==> config.mk <==
export PLATFORM = sky130hd
export DESIGN_NAME = ctp_core
export DESIGN_NICKNAME = d
export VERILOG_FILES = /design/src/include/ctp_pkg.sv /design/src/ctp_timebase.sv /design/src/ctp_core.sv
export SDC_FILE = /design/constraint.sdc
export NUM_CORES = 1
export LEC_CHECK = 0
export BUFFER_PORTS_ARGS = -buffer_cell sky130_fd_sc_hd__clkbuf_2
export CORE_UTILIZATION = 25
export DETAILED_ROUTE_END_ITERATION = 8
export GPL_ROUTABILITY_DRIVEN = 0
export SYNTH_ARGS = -nofsm -noshare
export SYNTH_HDL_FRONTEND = slang
export SYNTH_SLANG_ARGS = --single-unit
==> constraint.sdc <==
create_clock -name i_mclk -period 5.39 [get_ports i_mclk]
set_input_delay 0.2695 -clock i_mclk [delete_from_list [all_inputs] [get_ports i_mclk]]
set_output_delay 0.2695 -clock i_mclk [all_outputs]
set_load 0.1 [all_outputs]
==> src/include/ctp_pkg.sv <==
// Constants, register map and carrier types for the compare trigger / PWM unit.
// Assumes an Avalon-MM master with 32-bit data; each 8-bit register sits in
// the low byte of its own word.
//
// How it works
// - Mode 1010 sets match flag, pin untouched
// - Mode 1011 emits internal trigger pulse
// - Trigger same cycle as 16-bit match
// - Counter A cleared on next timer edge
// - Trigger starts conversion only if enabled
// - Trigger reset never sets overflow flag
// - Match removed before edge skips reset
// - PWM mode drives pulse width, 10 bits
// - Zero unit control forces output inactive
// - Period is (limit+1)*4*Tosc*prescale
// - Prescaler divides by 1, 4, 16
// - Limit match clears counter, sets, reloads
// - Postscaler has no effect on period
// - Duty = compare low byte : two bits
// - Duty copied to buffer after match
// - High time is duty*Tosc*prescale
// - Clear pin when buffer equals fine count
// - New duty starts at next period
// - Resolution is log2(4*(limit+1)) bits
// - Duty beyond period leaves pin unchanged
// - Sleep freezes counters and pin level
// - 110x active high, 111x active low
// - Mode 0000 turns off, resets state
package ctp_pkg;

  // Register indexes; byte address is index times four
  localparam logic [8:0] IDX_IRQ_CTRL = 9'h00b;
  localparam logic [8:0] IDX_IRQ_FLAGS = 9'h00c;
  localparam logic [8:0] IDX_CNT_A_LO = 9'h00e;
  localparam logic [8:0] IDX_CNT_A_HI = 9'h00f;
  localparam logic [8:0] IDX_CNT_A_CTRL = 9'h010;
  localparam logic [8:0] IDX_PER_CNT = 9'h011;
  localparam logic [8:0] IDX_PER_CTRL = 9'h012;
  localparam logic [8:0] IDX_CMP_LO = 9'h013;
  localparam logic [8:0] IDX_CMP_HI = 9'h014;
  localparam logic [8:0] IDX_UNIT_CTRL = 9'h015;
  localparam logic [8:0] IDX_PORT_DIR = 9'h087;
  localparam logic [8:0] IDX_IRQ_EN = 9'h08c;
  localparam logic [8:0] IDX_PER_LIM = 9'h092;
  localparam logic [8:0] IDX_CMP_SYNC = 9'h11b;

  // Reset values
  localparam logic [7:0] RST_ZERO = 8'h00;
  localparam logic [7:0] RST_PORT_DIR = 8'h3f;
  localparam logic [7:0] RST_PER_LIM = 8'hff;
  localparam logic [7:0] RST_CMP_SYNC = 8'h02;

  // Field positions
  localparam int unsigned FLD_MATCH = 5;
  localparam int unsigned FLD_PER_FLAG = 1;
  localparam int unsigned FLD_OVF = 0;
  localparam int unsigned FLD_WAVE_DIR = 5;
  localparam int unsigned FLD_CNT_A_ON = 0;
  localparam int unsigned FLD_PER_ON = 2;
  localparam int unsigned FLD_PS_LSB = 0;
  localparam int unsigned FLD_DUTY_LSB = 4;
  localparam int unsigned FLD_POLARITY = 1;
  localparam logic [7:0] UNIT_WR_MASK = 8'h3f;
  localparam logic [7:0] PER_CTRL_WR_MASK = 8'h7f;

  // Mode select encodings
  localparam logic [3:0] MODE_OFF = 4'h0;
  localparam logic [3:0] MODE_SWI = 4'ha;
  localparam logic [3:0] MODE_TRIG = 4'hb;
  localparam logic [1:0] MODE_PWM_TOP = 2'h3;

  // Timing: one counter step is four prescaled phases
  localparam logic [1:0] PHASE_LAST = 2'h3;
  localparam logic [3:0] PS_LIM_1 = 4'h0;
  localparam logic [3:0] PS_LIM_4 = 4'h3;
  localparam logic [3:0] PS_LIM_16 = 4'hf;

  typedef struct packed {
    logic read;
    logic write;
    logic [10:0] address;
    logic [3:0] byteenable;
    logic [31:0] writedata;
  } ctp_avs_req_t;

  typedef enum logic [1:0] {
    BUS_IDLE = 2'b00,
    BUS_ACK = 2'b01
  } ctp_bus_st_t;

  typedef struct packed {
    logic [3:0] ps_cnt;
    logic [1:0] phase;
  } ctp_tb_state_t;

  typedef struct packed {
    ctp_bus_st_t bus;
    logic [31:0] rdata;
    logic [7:0] irq_ctl;
    logic [7:0] flags;
    logic [7:0] cnt_a_lo;
    logic [7:0] cnt_a_hi;
    logic [7:0] cnt_a_ctl;
    logic [7:0] per_cnt;
    logic [7:0] per_ctl;
    logic [7:0] cmp_lo;
    logic [7:0] cmp_hi;
    logic [7:0] unit;
    logic [7:0] port_dir;
    logic [7:0] irq_en;
    logic [7:0] per_lim;
    logic [7:0] cmp_sync;
    logic [9:0] duty;
    logic pwm;
    logic wave;
  } ctp_state_t;

endpackage

==> src/ctp_timebase.sv <==
// Prescaler and quarter-phase counter feeding the period counter.
// Assumes run is low in sleep and clear is high while the counter is off.
`timescale 1ns/1ps
`default_nettype none
module ctp_timebase
  import ctp_pkg::*;
(
  input wire logic i_mclk,
  input wire logic i_rst_n,
  input wire logic i_run,
  input wire logic i_clear,
  input wire logic [1:0] i_ps_sel,
  output logic [1:0] o_phase,
  output logic o_step
);

  ctp_tb_state_t s_q;
  ctp_tb_state_t s_d;
  logic [3:0] lim;
  logic tick;

  always_comb begin
    case (i_ps_sel)
      2'b00: lim = PS_LIM_1;
      2'b01: lim = PS_LIM_4;
      default: lim = PS_LIM_16;
    endcase
  end

  assign tick = i_run && (s_q.ps_cnt == lim);
  // Counter advances once per four prescaled phases
  assign o_step = tick && (s_q.phase == PHASE_LAST);
  // Next phase, so the core can clear the pin on the edge that reaches the duty
  assign o_phase = s_d.phase;

  always_comb begin
    s_d = s_q;
    if (i_clear) begin
      s_d.ps_cnt = 4'h0;
      s_d.phase = 2'h0;
    end else if (i_run) begin
      if (tick) begin
        s_d.ps_cnt = 4'h0;
        s_d.phase = s_q.phase + 2'h1;
      end else begin
        s_d.ps_cnt = s_q.ps_cnt + 4'h1;
      end
    end
  end

  always_ff @(posedge i_mclk) begin
    if (!i_rst_n) begin
      s_q <= '0;
    end else begin
      s_q <= s_d;
    end
  end

endmodule
`default_nettype wire

==> src/ctp_core.sv <==
// Compare trigger, software-interrupt compare and double-buffered PWM unit.
// Assumes an Avalon-MM master, synchronous pins and a sleep level from
// the power controller; the external wire is resolved from o_wave_oe.
`timescale 1ns/1ps
`default_nettype none
module ctp_core
  import ctp_pkg::*;
(
  input wire logic i_mclk,
  input wire logic i_rst_n,
  input wire ctp_avs_req_t i_avs,
  output logic [31:0] o_avs_readdata,
  output logic o_avs_waitrequest,
  input wire logic i_sleep,
  input wire logic i_adc_enable,
  output logic o_special_trigger,
  output logic o_adc_start,
  output logic o_match_irq,
  output logic o_wave_out,
  output logic o_wave_oe
);

  localparam ctp_state_t STATE_RST = '{
    bus: BUS_IDLE,
    rdata: 32'h0,
    irq_ctl: RST_ZERO,
    flags: RST_ZERO,
    cnt_a_lo: RST_ZERO,
    cnt_a_hi: RST_ZERO,
    cnt_a_ctl: RST_ZERO,
    per_cnt: RST_ZERO,
    per_ctl: RST_ZERO,
    cmp_lo: RST_ZERO,
    cmp_hi: RST_ZERO,
    unit: RST_ZERO,
    port_dir: RST_PORT_DIR,
    irq_en: RST_ZERO,
    per_lim: RST_PER_LIM,
    cmp_sync: RST_CMP_SYNC,
    duty: 10'h0,
    pwm: 1'b0,
    wave: 1'b0
  };

  ctp_state_t s_q;
  ctp_state_t s_d;

  logic [8:0] idx;
  logic req;
  logic wr_fire;
  logic [7:0] wbyte;
  logic [7:0] rd_byte;
  logic [3:0] mode;
  logic pwm_mode;
  logic [15:0] cnt_a;
  logic cmp_match;
  logic trig;
  logic cnt_a_run;
  logic per_run;
  logic [1:0] phase;
  logic step;
  logic wrap;
  logic [9:0] fine;
  logic [9:0] duty_new;
  logic [7:0] per_nxt;

  assign idx = i_avs.address[10:2];
  assign req = i_avs.read || i_avs.write;
  // Write lands on the edge where waitrequest is seen low
  assign wr_fire = i_avs.write && (s_q.bus == BUS_ACK) && i_avs.byteenable[0];
  assign wbyte = i_avs.writedata[7:0];
  assign o_avs_waitrequest = req && (s_q.bus != BUS_ACK);
  assign o_avs_readdata = s_q.rdata;

  assign mode = s_q.unit[3:0];
  assign pwm_mode = (mode[3:2] == MODE_PWM_TOP);
  assign cnt_a = {s_q.cnt_a_hi, s_q.cnt_a_lo};
  assign cmp_match = (cnt_a == {s_q.cmp_hi, s_q.cmp_lo});
  // Combinational so the strobe sits in the match cycle itself
  assign trig = (mode == MODE_TRIG) && cmp_match;
  assign o_special_trigger = trig;
  assign o_adc_start = trig && i_adc_enable;
  assign cnt_a_run = s_q.cnt_a_ctl[FLD_CNT_A_ON] && !i_sleep;
  assign per_run = s_q.per_ctl[FLD_PER_ON] && !i_sleep;
  assign o_match_irq = s_q.flags[FLD_MATCH] && s_q.irq_en[FLD_MATCH];
  assign o_wave_out = s_q.wave;
  // Driven only while software has cleared the direction bit
  assign o_wave_oe = !s_q.port_dir[FLD_WAVE_DIR];

  ctp_timebase u_timebase (
    .i_mclk(i_mclk),
    .i_rst_n(i_rst_n),
    .i_run(per_run),
    .i_clear(!s_q.per_ctl[FLD_PER_ON]),
    .i_ps_sel(s_q.per_ctl[FLD_PS_LSB +: 2]),
    .o_phase(phase),
    .o_step(step)
  );

  // Postscaler bits are stored only and never gate the wrap
  assign wrap = step && (s_q.per_cnt == s_q.per_lim);
  // Coming count, so the pin drops on the edge that reaches the duty, not one late
  assign per_nxt = !step ? s_q.per_cnt : (wrap ? 8'h00 : s_q.per_cnt + 8'h01);
  assign fine = {per_nxt, phase};
  assign duty_new = {s_q.cmp_lo, s_q.unit[FLD_DUTY_LSB +: 2]};

  always_comb begin
    case (idx)
      IDX_IRQ_CTRL: rd_byte = s_q.irq_ctl;
      IDX_IRQ_FLAGS: rd_byte = s_q.flags;
      IDX_CNT_A_LO: rd_byte = s_q.cnt_a_lo;
      IDX_CNT_A_HI: rd_byte = s_q.cnt_a_hi;
      IDX_CNT_A_CTRL: rd_byte = s_q.cnt_a_ctl;
      IDX_PER_CNT: rd_byte = s_q.per_cnt;
      IDX_PER_CTRL: rd_byte = s_q.per_ctl;
      IDX_CMP_LO: rd_byte = s_q.cmp_lo;
      IDX_CMP_HI: rd_byte = s_q.cmp_hi;
      IDX_UNIT_CTRL: rd_byte = s_q.unit;
      IDX_PORT_DIR: rd_byte = s_q.port_dir;
      IDX_IRQ_EN: rd_byte = s_q.irq_en;
      IDX_PER_LIM: rd_byte = s_q.per_lim;
      IDX_CMP_SYNC: rd_byte = s_q.cmp_sync;
      default: rd_byte = 8'h00;
    endcase
  end

  always_comb begin
    logic [16:0] cnt_a_inc;
    logic set_match;
    logic set_ovf;
    logic set_per;
    cnt_a_inc = {1'b0, cnt_a} + 17'h00001;
    set_match = 1'b0;
    set_ovf = 1'b0;
    set_per = 1'b0;
    s_d = s_q;

    // Bus handshake: one wait cycle, data registered on entry to ACK
    case (s_q.bus)
      BUS_IDLE: begin
        if (req) begin
          s_d.bus = BUS_ACK;
          s_d.rdata = {24'h000000, rd_byte};
        end
      end
      BUS_ACK: begin
        s_d.bus = BUS_IDLE;
      end
      default: begin
        s_d.bus = BUS_IDLE;
      end
    endcase

    // Counter A; match re-checked at the edge, so a moved compare skips it
    if (cnt_a_run) begin
      if (trig) begin
        {s_d.cnt_a_hi, s_d.cnt_a_lo} = 16'h0000;
      end else begin
        {s_d.cnt_a_hi, s_d.cnt_a_lo} = cnt_a_inc[15:0];
        set_ovf = cnt_a_inc[16];
      end
    end
    if ((mode == MODE_SWI || mode == MODE_TRIG) && cmp_match) begin
      set_match = 1'b1;
    end

    // Period counter
    if (step) begin
      if (wrap) begin
        s_d.per_cnt = 8'h00;
        set_per = 1'b1;
      end else begin
        s_d.per_cnt = s_q.per_cnt + 8'h01;
      end
    end

    // PWM latch and duty buffer
    if (mode == MODE_OFF) begin
      s_d.duty = 10'h000;
      s_d.pwm = 1'b0;
    end else if (!pwm_mode) begin
      s_d.pwm = 1'b0;
    end else if (wrap) begin
      s_d.duty = duty_new;
      s_d.cmp_hi = s_q.cmp_lo;
      s_d.pwm = (duty_new != 10'h000);
    end else if (!i_sleep && fine == s_q.duty) begin
      // Never matches when duty exceeds the period, so the level holds
      s_d.pwm = 1'b0;
    end

    // Register writes; software beats hardware on data registers
    if (wr_fire) begin
      case (idx)
        IDX_IRQ_CTRL: s_d.irq_ctl = wbyte;
        IDX_IRQ_FLAGS: s_d.flags = wbyte;
        IDX_CNT_A_LO: s_d.cnt_a_lo = wbyte;
        IDX_CNT_A_HI: s_d.cnt_a_hi = wbyte;
        IDX_CNT_A_CTRL: s_d.cnt_a_ctl = wbyte;
        IDX_PER_CNT: s_d.per_cnt = wbyte;
        IDX_PER_CTRL: s_d.per_ctl = wbyte & PER_CTRL_WR_MASK;
        IDX_CMP_LO: s_d.cmp_lo = wbyte;
        IDX_CMP_HI: begin
          // Read-only while the PWM owns it as the duty buffer
          if (!pwm_mode) begin
            s_d.cmp_hi = wbyte;
          end
        end
        IDX_UNIT_CTRL: begin
          s_d.unit = wbyte & UNIT_WR_MASK;
          if ((wbyte & UNIT_WR_MASK) == RST_ZERO) begin
            s_d.pwm = 1'b0;
            s_d.duty = 10'h000;
          end
        end
        IDX_PORT_DIR: s_d.port_dir = wbyte;
        IDX_IRQ_EN: s_d.irq_en = wbyte;
        IDX_PER_LIM: s_d.per_lim = wbyte;
        IDX_CMP_SYNC: s_d.cmp_sync = wbyte;
        default: begin
        end
      endcase
    end

    // Hardware set wins over a clear in the same cycle
    if (set_match) begin
      s_d.flags[FLD_MATCH] = 1'b1;
    end
    if (set_ovf) begin
      s_d.flags[FLD_OVF] = 1'b1;
    end
    if (set_per) begin
      s_d.flags[FLD_PER_FLAG] = 1'b1;
    end

    // Pin level: off forces inactive, compare modes leave it alone
    if (s_d.unit[3:0] == MODE_OFF) begin
      s_d.wave = 1'b0;
    end else if (s_d.unit[3:2] == MODE_PWM_TOP) begin
      s_d.wave = s_d.pwm ^ s_d.unit[FLD_POLARITY];
    end else begin
      s_d.wave = s_q.wave;
    end
  end

  always_ff @(posedge i_mclk) begin
    if (!i_rst_n) begin
      s_q <= STATE_RST;
    end else begin
      s_q <= s_d;
    end
  end

  localparam int BUS_MAX_WAIT = 1;
endmodule
`default_nettype wire

[After elaboration in Yosys (flattened, before gate mapping)]
Index checks and enable logic that the tools add are counted.
W data, S select, Z words.
Storage, ports and cells
  bits in registers: 136
  input bits: 53
  logic and storage cells: 146
Cells by class
  add/subtract/negate cells: 4
  eq/ne operators: 24
  multiplexer cells: 44
  bitwise operators: 3
  reduce and logical (&&, ||, !) cells: 46
Operators with widths (number)
  $mux W8: 16
  $mux W113: 1
  $pmux W8 S14: 1
  $eq A9 B5 Y1 const B: 6
  $eq A9 B4 Y1 const B: 4
  $mux W11: 3
  $mux W16: 2
  $reduce_and A2 Y1: 16
  $eq A9 B8 Y1 const B: 3
  $mux W10: 2
  $add A16 B1 Y17 const B: 1
  $eq A16 B16 Y1: 1
  $logic_and A1 B1 Y1: 13
  $mux W6: 2
  $reduce_bool A2 Y1: 6
  $mux W1: 11
  $eq A10 B10 Y1: 1
  $reduce_bool A10 Y1: 1
  $eq A9 B9 Y1 const B: 1
  $add A8 B1 Y8 const B: 1
  $eq A4 B4 Y1 const B: 2
  $eq A8 B8 Y1: 1
  $logic_not A4 Y1: 2
  $logic_not A8 Y1: 1
  other kinds (15): 23

[Depth between registers and ports, before layout]
  depth after elaboration: 19
  gate-level depth with buffers: 11
  depth with buffers taken out: 10

[Hierarchy]
A second synthesis with hierarchy kept.
Second synthesis, totals
  cell total of the unflattened synthesis: 882
  area total of the unflattened synthesis: 7201.9 sq um
Modules (own cells, without submodules)
  ctp_core: times used 1, cells each 842, area an instance 6822.8 sq um
  ctp_timebase: times used 1, cells each 40, area an instance 379.1 sq um

[Least setup slack after synthesis]
OpenSTA, ideal clock, no wires.
  path kind: register -> register
  start: reg u_timebase.s_q[2] in the netlist's numbering
  end: reg s_q (netlist bit o_wave_out)
  library setup time: 117 ps
  arrival time: 3187 ps
  path slack: 2086 ps
  stages on the path, launching flop included: 10
  clock period less this slack: 3304 ps
  cells stage by stage: dfxtp_1 > or3_4 > a2111o_1 > and2_4 > or4_1 > a211o_1 > or4_4 > nor4_4 > mux2i_1 > nand2_1
Between the ends
  cells in the longest elaborated chain, start to end: 16
Ends and longest elaborated chain
  start: declaration: RTL line ctp_timebase.sv:17  | ctp_tb_state_t s_q;
  start signal: assignment: RTL line ctp_timebase.sv:53  | s_q <= '0;
  start signal: assignment: RTL line ctp_timebase.sv:55  | s_q <= s_d;
  $eq A4 B4 Y1 *: RTL line ctp_timebase.sv:30  | assign tick = i_run && (s_q.ps_cnt == lim);
  $logic_and A1 B1 Y1 *: RTL line ctp_timebase.sv:30
  $logic_and A1 B1 Y1: RTL line ctp_timebase.sv:32  | assign o_step = tick && (s_q.phase == PHASE_LAST);
  $logic_and A1 B1 Y1: RTL line ctp_core.sv:101  | assign wrap = step && (s_q.per_cnt == s_q.per_lim);
  $mux W8 (2 in a row): RTL line ctp_core.sv:103  | assign per_nxt = !step ? s_q.per_cnt : (wrap ? 8'h00 : s_q.per_cnt + 8'h01);
  $eq A10 B10 Y1: RTL line ctp_core.sv:187  | end else if (!i_sleep && fine == s_q.duty) begin
  $logic_and A1 B1 Y1: RTL line ctp_core.sv:187
  $mux W1: RTL line ctp_core.sv:187
  $mux W1 *: RTL line ctp_core.sv:183  | end else if (wrap) begin
  $mux W1 *: RTL line ctp_core.sv:181  | end else if (!pwm_mode) begin
  $mux W11 *: RTL line ctp_core.sv:178  | if (mode == MODE_OFF) begin
  $mux W11: RTL line ctp_core.sv:211  | if ((wbyte & UNIT_WR_MASK) == RST_ZERO) begin
  $mux W11: RTL line ctp_core.sv:194  | case (idx)
  $mux W113 *: RTL line ctp_core.sv:193  | if (wr_fire) begin
  $xor A1 B1 Y1 *: RTL line ctp_core.sv:240  | s_d.wave = s_d.pwm ^ s_d.unit[FLD_POLARITY];
  end signal: assignment: RTL line ctp_core.sv:248  | s_q <= STATE_RST;
  end signal: assignment: RTL line ctp_core.sv:250  | s_q <= s_d;
  end: declaration: RTL line ctp_core.sv:45  | ctp_state_t s_q;
Mark *: on every way between the ends. The rest lies on a longest branch, timed or not. The select of a mux whose other input is x is not followed.
A chain may end at the register's enable or synchronous reset.

[Final worst setup path]
  start: reg s_q[68] in the netlist's numbering
  end: reg s_q (netlist bit o_wave_out)
Between the ends
  cells in the longest elaborated chain, start to end: 18
Ends and longest elaborated chain
  $eq A2 B1 Y1 or $logic_not A2 Y1 (tied branches): RTL line ctp_timebase.sv:23  | case (i_ps_sel)
  $pmux W4 S2 *: RTL line ctp_timebase.sv:23
  $eq A4 B4 Y1 *: RTL line ctp_timebase.sv:30
  $logic_and A1 B1 Y1 *: RTL line ctp_timebase.sv:30
  $logic_and A1 B1 Y1: RTL line ctp_timebase.sv:32
  $logic_and A1 B1 Y1: RTL line ctp_core.sv:101
  $mux W8 (2 in a row): RTL line ctp_core.sv:103
  $eq A10 B10 Y1: RTL line ctp_core.sv:187
  $logic_and A1 B1 Y1: RTL line ctp_core.sv:187
  $mux W1: RTL line ctp_core.sv:187
  $mux W1 *: RTL line ctp_core.sv:183
  $mux W1 *: RTL line ctp_core.sv:181
  $mux W11 *: RTL line ctp_core.sv:178
  $mux W11: RTL line ctp_core.sv:211
  $mux W11: RTL line ctp_core.sv:194
  $mux W113 *: RTL line ctp_core.sv:193
  $xor A1 B1 Y1 *: RTL line ctp_core.sv:240
Marked as above.

==> results.sh <==
export IMPL_pwr_density_cell_mw_per_mm2=292
export IMPL_skew_ns=0.00912
export IMPL_switchingPower_uw=647
export IMPL_synth_seq_cells=136
export IMPL_dpl_hpwl_mm=16.7
export IMPL_dieArea_mm2=0.0300
export IMPL_drv_cap=0
export IMPL_final_util=0.287
export IMPL_hold_viol_final=0
export IMPL_cp_cell_sequence="or3_4 -> a2111o_1 -> and2_4 -> or4_1 -> a211o_1 -> or4_4 -> nor4_4 -> mux2i_1 -> nand2_1"
export IMPL_clk_latency_ns=0.43
export IMPL_synth_cell_types=67
export IMPL_rr_worst_depth=9
export IMPL_syn_to_final_growth_pct=12.8
export IMPL_antenna_found_initial=0
export IMPL_initial_core_util=0.255
export IMPL_swShare=0.268
export IMPL_nFillCells=3087
export IMPL_grt_max_degree=52
export IMPL_setup_tns_ns=0
export IMPL_final_cell_mix="191 x nand2_1, 136 x dfxtp_1, 96 x a21oi_1"
export IMPL_synth_adder_area_share=0.00682
export IMPL_synth_top_family_by_area="simple AND/OR/NAND/NOR gates"
export IMPL_slowest_stage="or4_4"
export IMPL_crit_reg2reg_launch="s_q[68]$_SDFFE_PN0P_"
export IMPL_finalSetupViolCount=0
export IMPL_synth_seq_area_share=0.371
export IMPL_cts_root_buf="clkbuf_16"
export IMPL_synth_compound_area_frac=0.187
export IMPL_internal_power_uw=1770
export IMPL_synth_cells=959
export IMPL_cts_buffers=17
export IMPL_die_h_um=173
export IMPL_routed_wl_mm=24.4
export IMPL_cts_max_path_buffers=2
export IMPL_synth_simple_area_share=0.279
export IMPL_min_from="i_avs[48]"
export IMPL_synth_edff_count=0
export IMPL_grt_pass1_vias=6549
export IMPL_synth_avg_cell_area_um2=7.65
export IMPL_antenna_left=0
export IMPL_core_area_mm2=0.0288
export IMPL_n_antenna_cell=0
export IMPL_relSlewSlack=0.187
export IMPL_drc=0
export IMPL_synth_cell_area_mm2=0.00734
export IMPL_worstReg2RegEnd="o_wave_out$_SDFFE_PP0N_"
export IMPL_ys_warn_count=0
export IMPL_cp_required_ns=5.71
export IMPL_min_path_type="in -> reg"
export IMPL_viasPerCell=5.29
export IMPL_drive_gt1_frac=0.0872
export IMPL_io_buffers=37
export IMPL_cts_sinks=136
export IMPL_grt_overflow_total=0
export IMPL_p_seq_frac=0.418
export IMPL_clk_pin_slew_ns=0.07
export IMPL_cts_hold_buf=0
export IMPL_die_width_um=173
export IMPL_drtPass1Iterations=5
export IMPL_nets=1007
export IMPL_post_cts_resized=0
export IMPL_ir_drop_v=0.000215
export IMPL_crit_arrival_ns=3.92
export IMPL_grt_pass1_wl_mm=38.1
export IMPL_track_usage=0.163
export IMPL_vias=7119
export IMPL_start_kind="flip-flop"
export IMPL_final_common_cell="nand2_1"
export IMPL_p_leak_uw=0.00289
export IMPL_num_rows=62
export IMPL_htree_num_levels=4
export IMPL_finalCriticalPeriod_ns=3.60
export IMPL_hold_path_end="s_q[156]$_SDFFE_PN0N_"
export IMPL_pwr_share_clk=0.510
export IMPL_outcome="finished, final reports clean"
export IMPL_rsz0062_at_grt="no"
export IMPL_synthXorXnorAreaFrac=0.0478
export IMPL_cts_tree="yes"
export IMPL_period_share=0.669
export IMPL_fmax_ghz=0.277
export IMPL_wire_per_inst_um=18.1
export IMPL_dr_first_iter_drc_count=770
export IMPL_post_cts_buffers=0
export IMPL_criticalPathCategory="reg -> reg"
export IMPL_tightest_slew_ns=1.21
export IMPL_p_total_uw=2410
export IMPL_max_stage_delay_ns=0.53
export IMPL_power_frac_comb=0.072
export IMPL_ioPinCount=91
export IMPL_synthMuxAreaShare=0.0399
export IMPL_crit_fanout=15
export IMPL_critPathCaptureType="flip-flop"
export IMPL_slew_violations=0
export IMPL_synthArstFlopShare=0
export IMPL_whs_path_depth=3
export IMPL_r2r_slack_ns=1.79
export IMPL_ys_flop_type="dfxtp_1"
==> per-stage QoR <==
step | area, um2 | hold WS, ns | cells | setup slack, ns
after CTS | 8270 | 0.278 | 1347 | 1.77
after floorplan | 7420 | 0.417 | 982 | 2.09
final | 8270 | 0.291 | 1347 | 1.79
after global routing | 8270 | 0.326 | 1347 | 1.63
after detailed placement | 7660 | 0.446 | 1315 | 1.79
after global placement | 7660 | 0.437 | 1315 | 1.80
==> registers in the layout, summed over array words and instances, names as in the netlist <==
signal,count
u_timebase.s_q,6
o_wave_out,1
mode,4
o_avs_readdata,8
cnt_a,16
duty_new,10
s_q,91
==> critical path: cells and delay by family, from the launching register on <==
family / cells / cell delay (ns)
mux: 1 / 0.23
flops: 1 / 0.37
simple gates: 6 / 2.14
compound gates: 2 / 0.76
==> worst max-delay path by stage <==
| stage | start | endpoint | cells past startpoint |
|---|---|---|---|
| 3_3_place_gp | s_q[68]$_SDFFE_PN0P_ | o_wave_out$_SDFFE_PP0N_ | 9 |
| 4_1_cts | s_q[68]$_SDFFE_PN0P_ | o_wave_out$_SDFFE_PP0N_ | 9 |
| 6_report | s_q[68]$_SDFFE_PN0P_ | o_wave_out$_SDFFE_PP0N_ | 9 |
| 5_1_grt | s_q[69]$_SDFFE_PN0P_ | o_wave_out$_SDFFE_PP0N_ | 9 |
| 2_1_floorplan | u_timebase.s_q[2]$_SDFFE_PN0N_ | o_wave_out$_SDFFE_PP0N_ | 9 |
| 3_5_place_dp | s_q[68]$_SDFFE_PN0P_ | o_wave_out$_SDFFE_PP0N_ | 9 |
==> layer usage <==
layer / up-vias / part of all wire / track usage / wire length [um]
li1: 3343 / - / - / -
met1: 3401 / 0.45 / 0.222 / 10900
met2: 320 / 0.46 / 0.254 / 11100
met3: 55 / 0.070 / 0.0248 / 1710
met4: 0 / 0.026 / 0.0697 / 629
met5: - / 0 / 0 / 0
==> cell type report <==
class	instances	area (um2)	share of cell area
flip-flops and latches	136	2720	0.329
inverters	7	26.3	0.00318
well taps	384	480	0.0581
clock buffers	17	425	0.0514
clock inverters	15	189	0.0228
multi-input cells	745	4200	0.507
repair buffers	43	230	0.0278
==> synth_stat cells, types with 7 or more instances <==
cell type	instances	area, um2
nand2_1	191	717
dfxtp_1	136	2720
a21oi_1	96	480
nor2_1	79	297
clkbuf_1	57	214
nand3_1	53	265
buf_4	32	240
mux2i_1	27	270
xor2_1	24	210
o21ai_0	21	105
nor3_1	20	100
and3_1	17	106
xnor2_1	16	140
a221oi_1	12	105
a22oi_1	12	90.1
nor4_1	11	68.8
a222oi_1	10	100
a31oi_1	10	62.6
and2_1	10	62.6
or4_1	9	67.6
o221ai_1	8	70.1
a211oi_1	7	52.6
inv_1	7	26.3
nand2b_1	7	43.8
or3_1	7	43.8
==> power by group through the flow <==
| stage | clock, uW | combinational [uW] | sequential [uW] |
|---|---|---|---|
| after global placement | 0 | 171 | 1030 |
| after floorplan | 0 | 147 | 1030 |
| after detailed placement | 0 | 172 | 1030 |
| after global routing | 1290 | 179 | 1010 |
| after CTS | 1250 | 172 | 1010 |
| final | 1230 | 174 | 1010 |
==> cell families after synthesis <==
family	count (synthesis)
compound gates	211
other cells	1
flops	136
buf+inv	101
mux	29
fa+ha+maj	4
simple gates	437
xor+xnor	40
(Power assumes the default switching activity.)
